`src/core/host_port_pkg.sv`:
```
package host_port_pkg;

    // =====================================================================
    // widths
    localparam int DATA_W   = 8;
    localparam int ADDR_W   = 3;
    localparam int CHAN_W   = 2;
    localparam int NUM_CHAN = 4;

    // =====================================================================
    // bus mode encoding of the mode-select pin
    localparam logic MODE_SPLIT   = 1'b0;
    localparam logic MODE_DSTROBE = 1'b1;

    // =====================================================================
    // bit positions in the synchronised pin vector
    localparam int SY_DATA = 0;
    localparam int SY_ADDR = 8;
    localparam int SY_LO   = 11;
    localparam int SY_HI   = 12;
    localparam int SY_RNW  = 13;
    localparam int SY_DS   = 14;
    localparam int SY_RD   = 15;
    localparam int SY_WR   = 16;
    localparam int SY_CS   = 17;
    localparam int SY_RST  = 21;
    localparam int SY_MODE = 22;
    localparam int SYNC_W  = 23;

    // =====================================================================
    // reset values: strobes and selects idle high, mode split
    localparam logic [SYNC_W-1:0] SYNC_RST_VAL  = 23'h1fc000;
    localparam logic              CHAN_RST_VAL  = 1'b1;
    localparam logic              OE_N_RST_VAL  = 1'b1;

    // =====================================================================
    // access sequencer states
    typedef enum logic [1:0] {
        ST_IDLE,
        ST_READ,
        ST_WRITE
    } access_state_type;

endpackage : host_port_pkg

```
`src/core/dual_mode_host_bus_port.sv`:
```
`timescale 1ns/100ps
`default_nettype none

module dual_mode_host_bus_port (
    // clock and reset
    input  wire  logic                                 clk,
    input  wire  logic                                 sys_rst,
    // static configuration and chip reset pin
    input  wire  logic                                 bus_mode_sel,
    input  wire  logic                                 hw_reset_pin,
    // split-strobe pins
    input  wire  logic [host_port_pkg::NUM_CHAN-1:0]   chan_sel_n,
    input  wire  logic                                 write_strobe_n,
    input  wire  logic                                 read_strobe_n,
    // data-strobe pins
    input  wire  logic                                 data_strobe_n,
    input  wire  logic                                 read_not_write,
    input  wire  logic                                 chan_addr_hi,
    input  wire  logic                                 chan_addr_lo,
    // shared address and data bus
    input  wire  logic [host_port_pkg::ADDR_W-1:0]     reg_addr_pins,
    input  wire  logic [host_port_pkg::DATA_W-1:0]     host_data_bus_in,
    output logic       [host_port_pkg::DATA_W-1:0]     host_data_bus_out,
    output logic                                       host_data_bus_oe_n,
    // channel register side
    output logic                                       chan_reset,
    output logic                                       reg_wr_pulse,
    output logic                                       reg_rd_pulse,
    output logic       [host_port_pkg::CHAN_W-1:0]     reg_chan,
    output logic       [host_port_pkg::ADDR_W-1:0]     reg_addr,
    output logic       [host_port_pkg::DATA_W-1:0]     reg_wdata,
    input  wire  logic [host_port_pkg::DATA_W-1:0]     reg_rdata
);

    // =====================================================================
    // module state
    typedef struct packed {
        host_port_pkg::access_state_type    state;
        logic [host_port_pkg::SYNC_W-1:0]   meta;
        logic [host_port_pkg::SYNC_W-1:0]   sync;
        logic                               chan_reset;
        logic                               wr_pulse;
        logic                               rd_pulse;
        logic [host_port_pkg::CHAN_W-1:0]   chan;
        logic [host_port_pkg::ADDR_W-1:0]   addr;
        logic [host_port_pkg::DATA_W-1:0]   wdata;
        logic [host_port_pkg::DATA_W-1:0]   dout;
        logic                               oe_n;
    } port_state_type;

    port_state_type cur;
    port_state_type next_cur;

    // decoded view of the synchronised pins
    logic                               ds_mode;
    logic                               pin_rst_active;
    logic [host_port_pkg::NUM_CHAN-1:0] sel;
    logic                               sel_one;
    logic                               rd_low;
    logic                               wr_low;
    logic                               access;
    logic                               is_read;
    logic [host_port_pkg::CHAN_W-1:0]   dec_chan;
    logic [host_port_pkg::ADDR_W-1:0]   dec_addr;

    // =====================================================================
    // pin decode, only the second sync stage is read
    always_comb begin
        ds_mode  = cur.sync[host_port_pkg::SY_MODE] == host_port_pkg::MODE_DSTROBE;
        pin_rst_active = ds_mode ? !cur.sync[host_port_pkg::SY_RST]
                                 :  cur.sync[host_port_pkg::SY_RST];
        sel      = ~cur.sync[host_port_pkg::SY_CS +: host_port_pkg::NUM_CHAN];
        sel_one  = $onehot(sel);
        rd_low   = !cur.sync[host_port_pkg::SY_RD];
        wr_low   = !cur.sync[host_port_pkg::SY_WR];
        dec_addr = cur.sync[host_port_pkg::SY_ADDR +: host_port_pkg::ADDR_W];
        dec_chan = '0;
        if (ds_mode) begin
            dec_chan = {cur.sync[host_port_pkg::SY_HI],
                        cur.sync[host_port_pkg::SY_LO]};
            access   = !cur.sync[host_port_pkg::SY_DS];
            is_read  = cur.sync[host_port_pkg::SY_RNW];
        end else begin
            // both strobes low at once is ambiguous, so it is ignored
            access   = sel_one && (rd_low ^ wr_low);
            is_read  = rd_low;
            if (sel[1]) begin
                dec_chan = 2'h1;
            end else if (sel[2]) begin
                dec_chan = 2'h2;
            end else if (sel[3]) begin
                dec_chan = 2'h3;
            end
        end
    end

    // =====================================================================
    // access sequencer
    always_comb begin
        next_cur            = cur;
        next_cur.meta       = {bus_mode_sel, hw_reset_pin, chan_sel_n, write_strobe_n,
                               read_strobe_n, data_strobe_n, read_not_write, chan_addr_hi,
                               chan_addr_lo, reg_addr_pins, host_data_bus_in};
        next_cur.sync       = cur.meta;
        next_cur.chan_reset = pin_rst_active;
        next_cur.wr_pulse   = 1'b0;
        next_cur.rd_pulse   = 1'b0;
        if (pin_rst_active) begin
            // chip reset aborts any access and floats the bus
            next_cur.state = host_port_pkg::ST_IDLE;
            next_cur.oe_n  = 1'b1;
        end else begin
            case (cur.state)
                host_port_pkg::ST_IDLE: begin
                    if (access) begin
                        next_cur.chan = dec_chan;
                        next_cur.addr = dec_addr;
                        if (is_read) begin
                            next_cur.state    = host_port_pkg::ST_READ;
                            next_cur.rd_pulse = 1'b1;
                        end else begin
                            next_cur.state = host_port_pkg::ST_WRITE;
                            next_cur.wdata =
                                cur.sync[host_port_pkg::SY_DATA +: host_port_pkg::DATA_W];
                        end
                    end
                end
                host_port_pkg::ST_READ: begin
                    // drive while the read lasts; data follows the register
                    next_cur.oe_n = 1'b0;
                    next_cur.dout = reg_rdata;
                    if (!access) begin
                        next_cur.state = host_port_pkg::ST_IDLE;
                        next_cur.oe_n  = 1'b1;
                    end
                end
                host_port_pkg::ST_WRITE: begin
                    if (access) begin
                        // keep the last value seen before the strobe rises
                        next_cur.wdata = cur.sync[host_port_pkg::SY_DATA +: host_port_pkg::DATA_W];
                    end else begin
                        next_cur.state    = host_port_pkg::ST_IDLE;
                        next_cur.wr_pulse = 1'b1;
                    end
                end
                default: begin
                    next_cur.state = host_port_pkg::ST_IDLE;
                end
            endcase
        end
    end

    // =====================================================================
    // state register
    always_ff @(posedge clk or posedge sys_rst) begin
        if (sys_rst) begin
            cur            <= '0;
            cur.state      <= host_port_pkg::ST_IDLE;
            cur.meta       <= host_port_pkg::SYNC_RST_VAL;
            cur.sync       <= host_port_pkg::SYNC_RST_VAL;
            cur.chan_reset <= host_port_pkg::CHAN_RST_VAL;
            cur.oe_n       <= host_port_pkg::OE_N_RST_VAL;
        end else begin
            cur <= next_cur;
        end
    end

    // outputs come straight from the state register
    assign host_data_bus_out  = cur.dout;
    assign host_data_bus_oe_n = cur.oe_n;
    assign chan_reset         = cur.chan_reset;
    assign reg_wr_pulse       = cur.wr_pulse;
    assign reg_rd_pulse       = cur.rd_pulse;
    assign reg_chan           = cur.chan;
    assign reg_addr           = cur.addr;
    assign reg_wdata          = cur.wdata;

    logic start_ok;
    assign start_ok = (cur.state == host_port_pkg::ST_IDLE) && !pin_rst_active && access;
endmodule : dual_mode_host_bus_port

`default_nettype wire

```
`config.mk`:
```
export PLATFORM = sky130hd
export DESIGN_NAME = dual_mode_host_bus_port
export DESIGN_NICKNAME = d
export VERILOG_FILES = /design/src/core/host_port_pkg.sv /design/src/core/dual_mode_host_bus_port.sv
export SDC_FILE = /design/constraint.sdc
export NUM_CORES = 1
export LEC_CHECK = 0
export BUFFER_PORTS_ARGS = -buffer_cell sky130_fd_sc_hd__clkbuf_2
export CELL_PAD_IN_SITES_DETAIL_PLACEMENT = 1
export CELL_PAD_IN_SITES_GLOBAL_PLACEMENT = 1
export CORE_ASPECT_RATIO = 0.6
export CORE_MARGIN = 2
export CORE_UTILIZATION = 35
export DETAILED_ROUTE_END_ITERATION = 16
export PLACE_DENSITY = 0.66
export SLEW_MARGIN = 20
export SYNTH_ARGS = -nofsm -noshare
export SYNTH_HDL_FRONTEND = slang
export SYNTH_SLANG_ARGS = --single-unit
```
`constraint.sdc`:
```
create_clock -name clk -period 2.8 [get_ports clk]
set_input_delay 0.28 -clock clk [delete_from_list [all_inputs] [get_ports clk]]
set_output_delay 0.28 -clock clk [all_outputs]
set_load 0.01 [all_outputs]
```
Yosys cells after proc, flatten, opt, wreduce, memory -nomap -nowiden
Index checks and enable logic that the tools add are counted.
{"block": "totals", "ff_bits": 73, "input_bits": 33, "output_inout_bits": 25}
{"block": "op_classes", "add_sub_neg": 3, "n_eq_ne": 8, "n_mux": 23, "n_bitwise": 3, "n_reduce_logical": 13}
{"cell": "$mux W23", "count": 1}
{"cell": "$mux W2", "count": 8}
{"cell": "$mux W8", "count": 2}
{"cell": "$pmux W8 S2", "count": 1}
{"cell": "$mux W14", "count": 1}
{"cell": "$mux W9", "count": 1}
{"cell": "$mux W1", "count": 7}
{"cell": "$mux W6", "count": 1}
{"cell": "$ne A2 B2 Y1 const B", "count": 3}
{"cell": "$ne A3 B3 Y1 const B", "count": 2}
{"cell": "$reduce_and A5 Y1", "count": 1}
{"cell": "$add A1 B1 Y2", "count": 2}
{"cell": "$logic_not A1 Y1", "count": 4}
{"cell": "$not A4 Y4", "count": 1}
{"cell": "$pmux W2 S2", "count": 1}
{"cell": "$reduce_and A2 Y1", "count": 2}
{"cell": "$reduce_bool A2 Y1", "count": 2}
{"cell": "$add A2 B2 Y3", "count": 1}
{"cell": "$eq A3 B1 Y1 const B", "count": 1}
{"cell": "$reduce_and A3 Y1", "count": 1}
{"cell": "$eq A2 B1 Y1 const B", "count": 1}
{"cell": "$eq A2 B2 Y1 const B", "count": 1}
{"cell": "$logic_not A2 Y1", "count": 1}
{"cell": "$reduce_or A2 Y1", "count": 1}
{"cell": "3 further kinds", "count": 3}

Depth between registers and ports, before layout
{"block": "logic_depth", "word_depth": 9, "ltp_mapped": 9, "depth_no_buf": 8}

Worst setup path before layout
Ideal clock, no wire load.
{"block": "synth_timing", "kind": "flip-flop to flip-flop", "start": "register cur[43] (netlist bit)", "end": "register cur (netlist bit reg_addr[0])", "setup_time_ns": 0.125, "t_arrival_ns": 2.622, "setup_slack_ns": 0.053, "path_stages_with_launch": 10, "path_buffers": 1, "path_cell_list": "dfstp_2 -> fa_1 -> inv_1 -> ha_1 -> ha_1 -> or4b_4 -> o22ai_1 -> and3_1 -> buf_2 -> mux2_2"}
{"block": "synth_via", "elab_chain_len": 7}
{"element": "from (decl)", "line_no": "dual_mode_host_bus_port.sv:51", "text": "port_state_type cur;"}
{"element": "from (signal assigned)", "line_no": "dual_mode_host_bus_port.sv:164", "text": "cur <= next_cur;"}
{"element": "$not A4 Y4", "line_no": "dual_mode_host_bus_port.sv:72", "text": "sel = ~cur.sync[host_port_pkg::SY_CS +: host_port_pkg::NUM_CHAN];"}
{"element": "$add A1 B1 Y2 (not written as such)", "line_no": "dual_mode_host_bus_port.sv:73", "text": "sel_one = $onehot(sel);"}
{"element": "$add A2 B2 Y3 (not written as such)", "line_no": "dual_mode_host_bus_port.sv:73"}
{"element": "$eq A3 B1 Y1", "line_no": "dual_mode_host_bus_port.sv:73"}
{"element": "$logic_and A1 B1 Y1", "line_no": "dual_mode_host_bus_port.sv:85", "text": "access = sel_one && (rd_low ^ wr_low);"}
{"element": "$mux W1", "line_no": "dual_mode_host_bus_port.sv:78", "text": "if (ds_mode) begin"}
{"element": "$reduce_and A3 Y1 (no source line)"}
No other way between the ends.
A chain may end at the register's enable or synchronous reset.

Final worst setup path
{"block": "layout_timing", "start": "register cur[43] (netlist bit)", "end": "register cur (netlist bit reg_wdata[4])"}
{"block": "layout_via", "elab_chain_len": 8, "word_cells_on_any_way": 9}
{"element": "$not A4 Y4 *", "line_no": "dual_mode_host_bus_port.sv:72"}
{"element": "$add A1 B1 Y2 (not written as such) *", "line_no": "dual_mode_host_bus_port.sv:73"}
{"element": "$add A2 B2 Y3 (not written as such) *", "line_no": "dual_mode_host_bus_port.sv:73"}
{"element": "$eq A3 B1 Y1 *", "line_no": "dual_mode_host_bus_port.sv:73"}
{"element": "$logic_and A1 B1 Y1 *", "line_no": "dual_mode_host_bus_port.sv:85"}
{"element": "$mux W1 *", "line_no": "dual_mode_host_bus_port.sv:78"}
{"element": "$ne A2 B2 Y1 (no source line)"}
{"element": "$reduce_and A5 Y1 (no source line) *"}
Mark *: on every way between the ends. The rest lies on a longest branch, timed or not.

==> out/metrics.cfg <==
[detailed_routing]
drt_iter0_drc=34
ant_nets=0
routedWlPerCell_um=12.8
vias_per_cell=4.24
routed_wl_um=4320
firstDrtPassIters=4
vias=1423
route.detailed.drc=0

[timing]
rsz0062_at_grt=yes
hold_viol_final=0
max_slew_margin_pct=57.6
maxSlewViolCount=0
min_period_ns=2.76
max_freq_mhz=362
finClkSkew_ns=0.00661
setup_slack_ns=0.0373
timing.hold.ws_ns=0.0280
tightest_slew_ns=0.630
fin_crit_sh_pct=98.7
setup_viol=0

[flow_run]
maxCapViolCount=0

[cts]
cts.sinks=73
cts_tree=built
clk_latency_ns=0.33
htree_levels=3
clk_path_buf_depth=2
cts-root-buf=clkbuf_16
clk_pin_slew_ns=0.05
numCtsBuffers=9

[pwr]
leakage_nw=1.56
power.density_nw_per_um2=888
swShare_pct=24.6
switching_power_w=0.000709
pwr-share-comb_pct=16.1
ir_worst_vdd_v=0.000510
power.share.clock_pct=38.4
p_int_w=0.00217
pwr-share-seq_pct=45.6
total_power_w=0.00288

[place]
hpwl_um=3040
place_congestion=0.683
numPortBuffers=57
dp_worst_setup_slack_ns=-0.106
place_inst=318

[critical_path]
startpoint_type=register
r2r_end=reg_wdata[4]$_DFFE_PP0P_
critPathRequiredTime_ns=3.05
critPathMaxStageDelay_ns=0.54
crit_path_start=cur[43]$_DFF_PP1_
regToRegStartpoint=cur[43]$_DFF_PP1_
r2r_slack_ns=0.04
end_kind=register
path_class=register to register
critical_path.top_delay_family=adder cells
slowest_stage=dfstp_2
cp.arrival_ns=3.01
path_buf_inv=1
ff2ff_path_depth=8
cp_max_fo=8
crit_chain=fa_1 -> inv_1 -> ha_2 -> ha_4 -> or4b_4 -> o22a_4 -> a211o_4 -> mux2i_1

[worst_hold_path]
hold_end=cur[63]$_DFF_PP1_
worstHoldPathType=input pin to register
hp-start=read_strobe_n
hold_depth=1

[finish]
num_antenna_cells=0
instances_no_fill=336
fin_util_pct=44.7
num-nets-final=266
drive_gt1_share_pct=49.1
areaGrowthSynthToFinish_pct=23.1
nFillCells=782

[floorplan]
dieArea_um2=8270
die_w_um=116
num_rows=24
core_um2=7270
boundaryPins=58
initial_core_util_pct=36.3
die_h_um=71.2

[global_routing]
grt_overflow=0
antenna_found_initial=0
grt_max_degree=28
grt_pass1_vias=1601
grt_usage_pct=12.8
grt_pass1_wl_um=7580

[yosys]
synth_nets=216
synth.avg_cell_area_um2=14.9
syn_area_um2=2640
synthCells=177
synth.distinct_cells=27
synth-seq-cells=73
synth_seq_area_share_pct=70.0
yosys_warnings=0

[outcome]
status=finished clean

## synth_stat cells
library cell	instances	area, um2
and3_2	2	15.0
mux2i_1	9	90.1
or4b_4	1	13.8
xnor2_1	2	17.5
and2_1	1	6.26
inv_1	16	60.1
nand2_1	6	22.5
a211o_1	1	8.76
dfstp_2	16	420
buf_2	2	10.0
o211ai_1	1	7.51
and3_1	2	12.5
o31a_1	1	8.76
ha_1	5	62.6
o21a_1	1	7.51
mux2_2	13	146
a31oi_1	1	6.26
nand4b_1	1	8.76
nor4b_1	1	8.76
fa_1	1	20.0
o21ai_0	11	55.1
o22a_4	1	17.5
dfrtp_1	57	1430
buf_4	21	158
nand3_1	2	10.0
o22ai_1	1	6.26
buf_6	1	11.3
## worst reg2reg max path: cells and delay by family (launching register included)
kind | cells | cell delay, ns
adder cells (fa/ha/maj) | 3 | 0.78
multiplexers | 1 | 0.20
AND/OR/NAND/NOR | 1 | 0.49
AO/OA/AOI/OAI | 2 | 0.60
buffers and inverters | 1 | 0.07
flip-flops | 1 | 0.54
## timing repair
item / 4_1_cts / 5_1_grt
endpoints found under the hold margin: 17 / 0
gates resized for setup: 5 / 2
hold buffers: 1 / 0
setup buffers: 0 / 1
endpoints found under the setup margin: 13 / 13
## cells by family after synthesis
family	count (synthesis)	share of synthesized area, %
flops	73	70.0
buf+inv	40	9.06
mux	22	8.97
compound gates	18	4.46
simple gates	16	3.70
fa+ha+maj	6	3.13
xor+xnor	2	0.664
## sequential cells by signal, summed over array words and instances (netlist names)
signal / flops
reg_rd_pulse: 1
cur: 48
reg_wr_pulse: 1
host_data_bus_out: 8
host_data_bus_oe_n: 1
reg_addr: 3
chan_reset: 1
reg_wdata: 8
reg_chan: 2
## power groups by stage
stage	logic, W	clock network [W]	registers [W]
finish	0.000463	0.00111	0.00131
global route	0.000521	0.00121	0.00134
CTS	0.000473	0.00115	0.00132
detailed placement	0.000464	0	0.00133
global placement	0.000452	0	0.00133
floorplan	0.000446	0	0.00131
## how the worst max path moves through the flow
stage	endpoint	slack [ns]	cells past startpoint
4_1_cts	reg_wdata[1]$_DFFE_PP0P_	0.02	8
3_5_place_dp	reg_addr[2]$_DFFE_PP0P_	-0.11	8
5_1_grt	reg_wdata[4]$_DFFE_PP0P_	-0.06	8
6_report	reg_wdata[4]$_DFFE_PP0P_	0.04	8
2_1_floorplan	reg_addr[0]$_DFFE_PP0P_	0.05	9
3_3_place_gp	reg_addr[1]$_DFFE_PP0P_	-0.07	8
## metal layers
layer,vias up,wire (um),track usage (%),share of wire (%)
li1,663,-,-,-
met1,703,2030,16.4,47
met2,45,1830,17.1,42
met3,12,364,7.45,8.4
met4,0,87,6.35,2.0
met5,-,0,0,0
## placed cells by master, fill, tap and decap left out, types with 2 or more instances in the layout
master	netlist	routed
and3_2	2	2
buf_4	21	5
clkbuf_1	0	3
clkbuf_16	0	9
clkbuf_2	0	57
clkinv_2	0	2
dfrtp_1	57	57
dfstp_2	16	16
ha_1	5	3
inv_1	16	15
mux2_2	13	13
mux2i_1	9	9
nand2_1	6	6
nand3_1	2	2
o21ai_0	11	11
xnor2_1	2	2
## cell type report
class                      instances  area, um2  share of cell area (%)
clock buffer                      13        250                    7.71
clock inverter                     3       40.0                    1.23
inverter                          16       60.1                    1.85
multi-input combinational         64        587                    18.1
sequential                        73       1850                    56.9
tap                              104        130                    4.01
timing repair buffer              63        333                    10.3
## through the flow
step	instance area, um2	TNS, ns
2_1_floorplan	2640	0
3_3_place_gp	2900	-0.514
3_5_place_dp	2900	-1.10
4_1_cts	3220	0
5_1_grt	3250	-0.364
6_report	3250	0
Power figures use the tool's default switching activity.
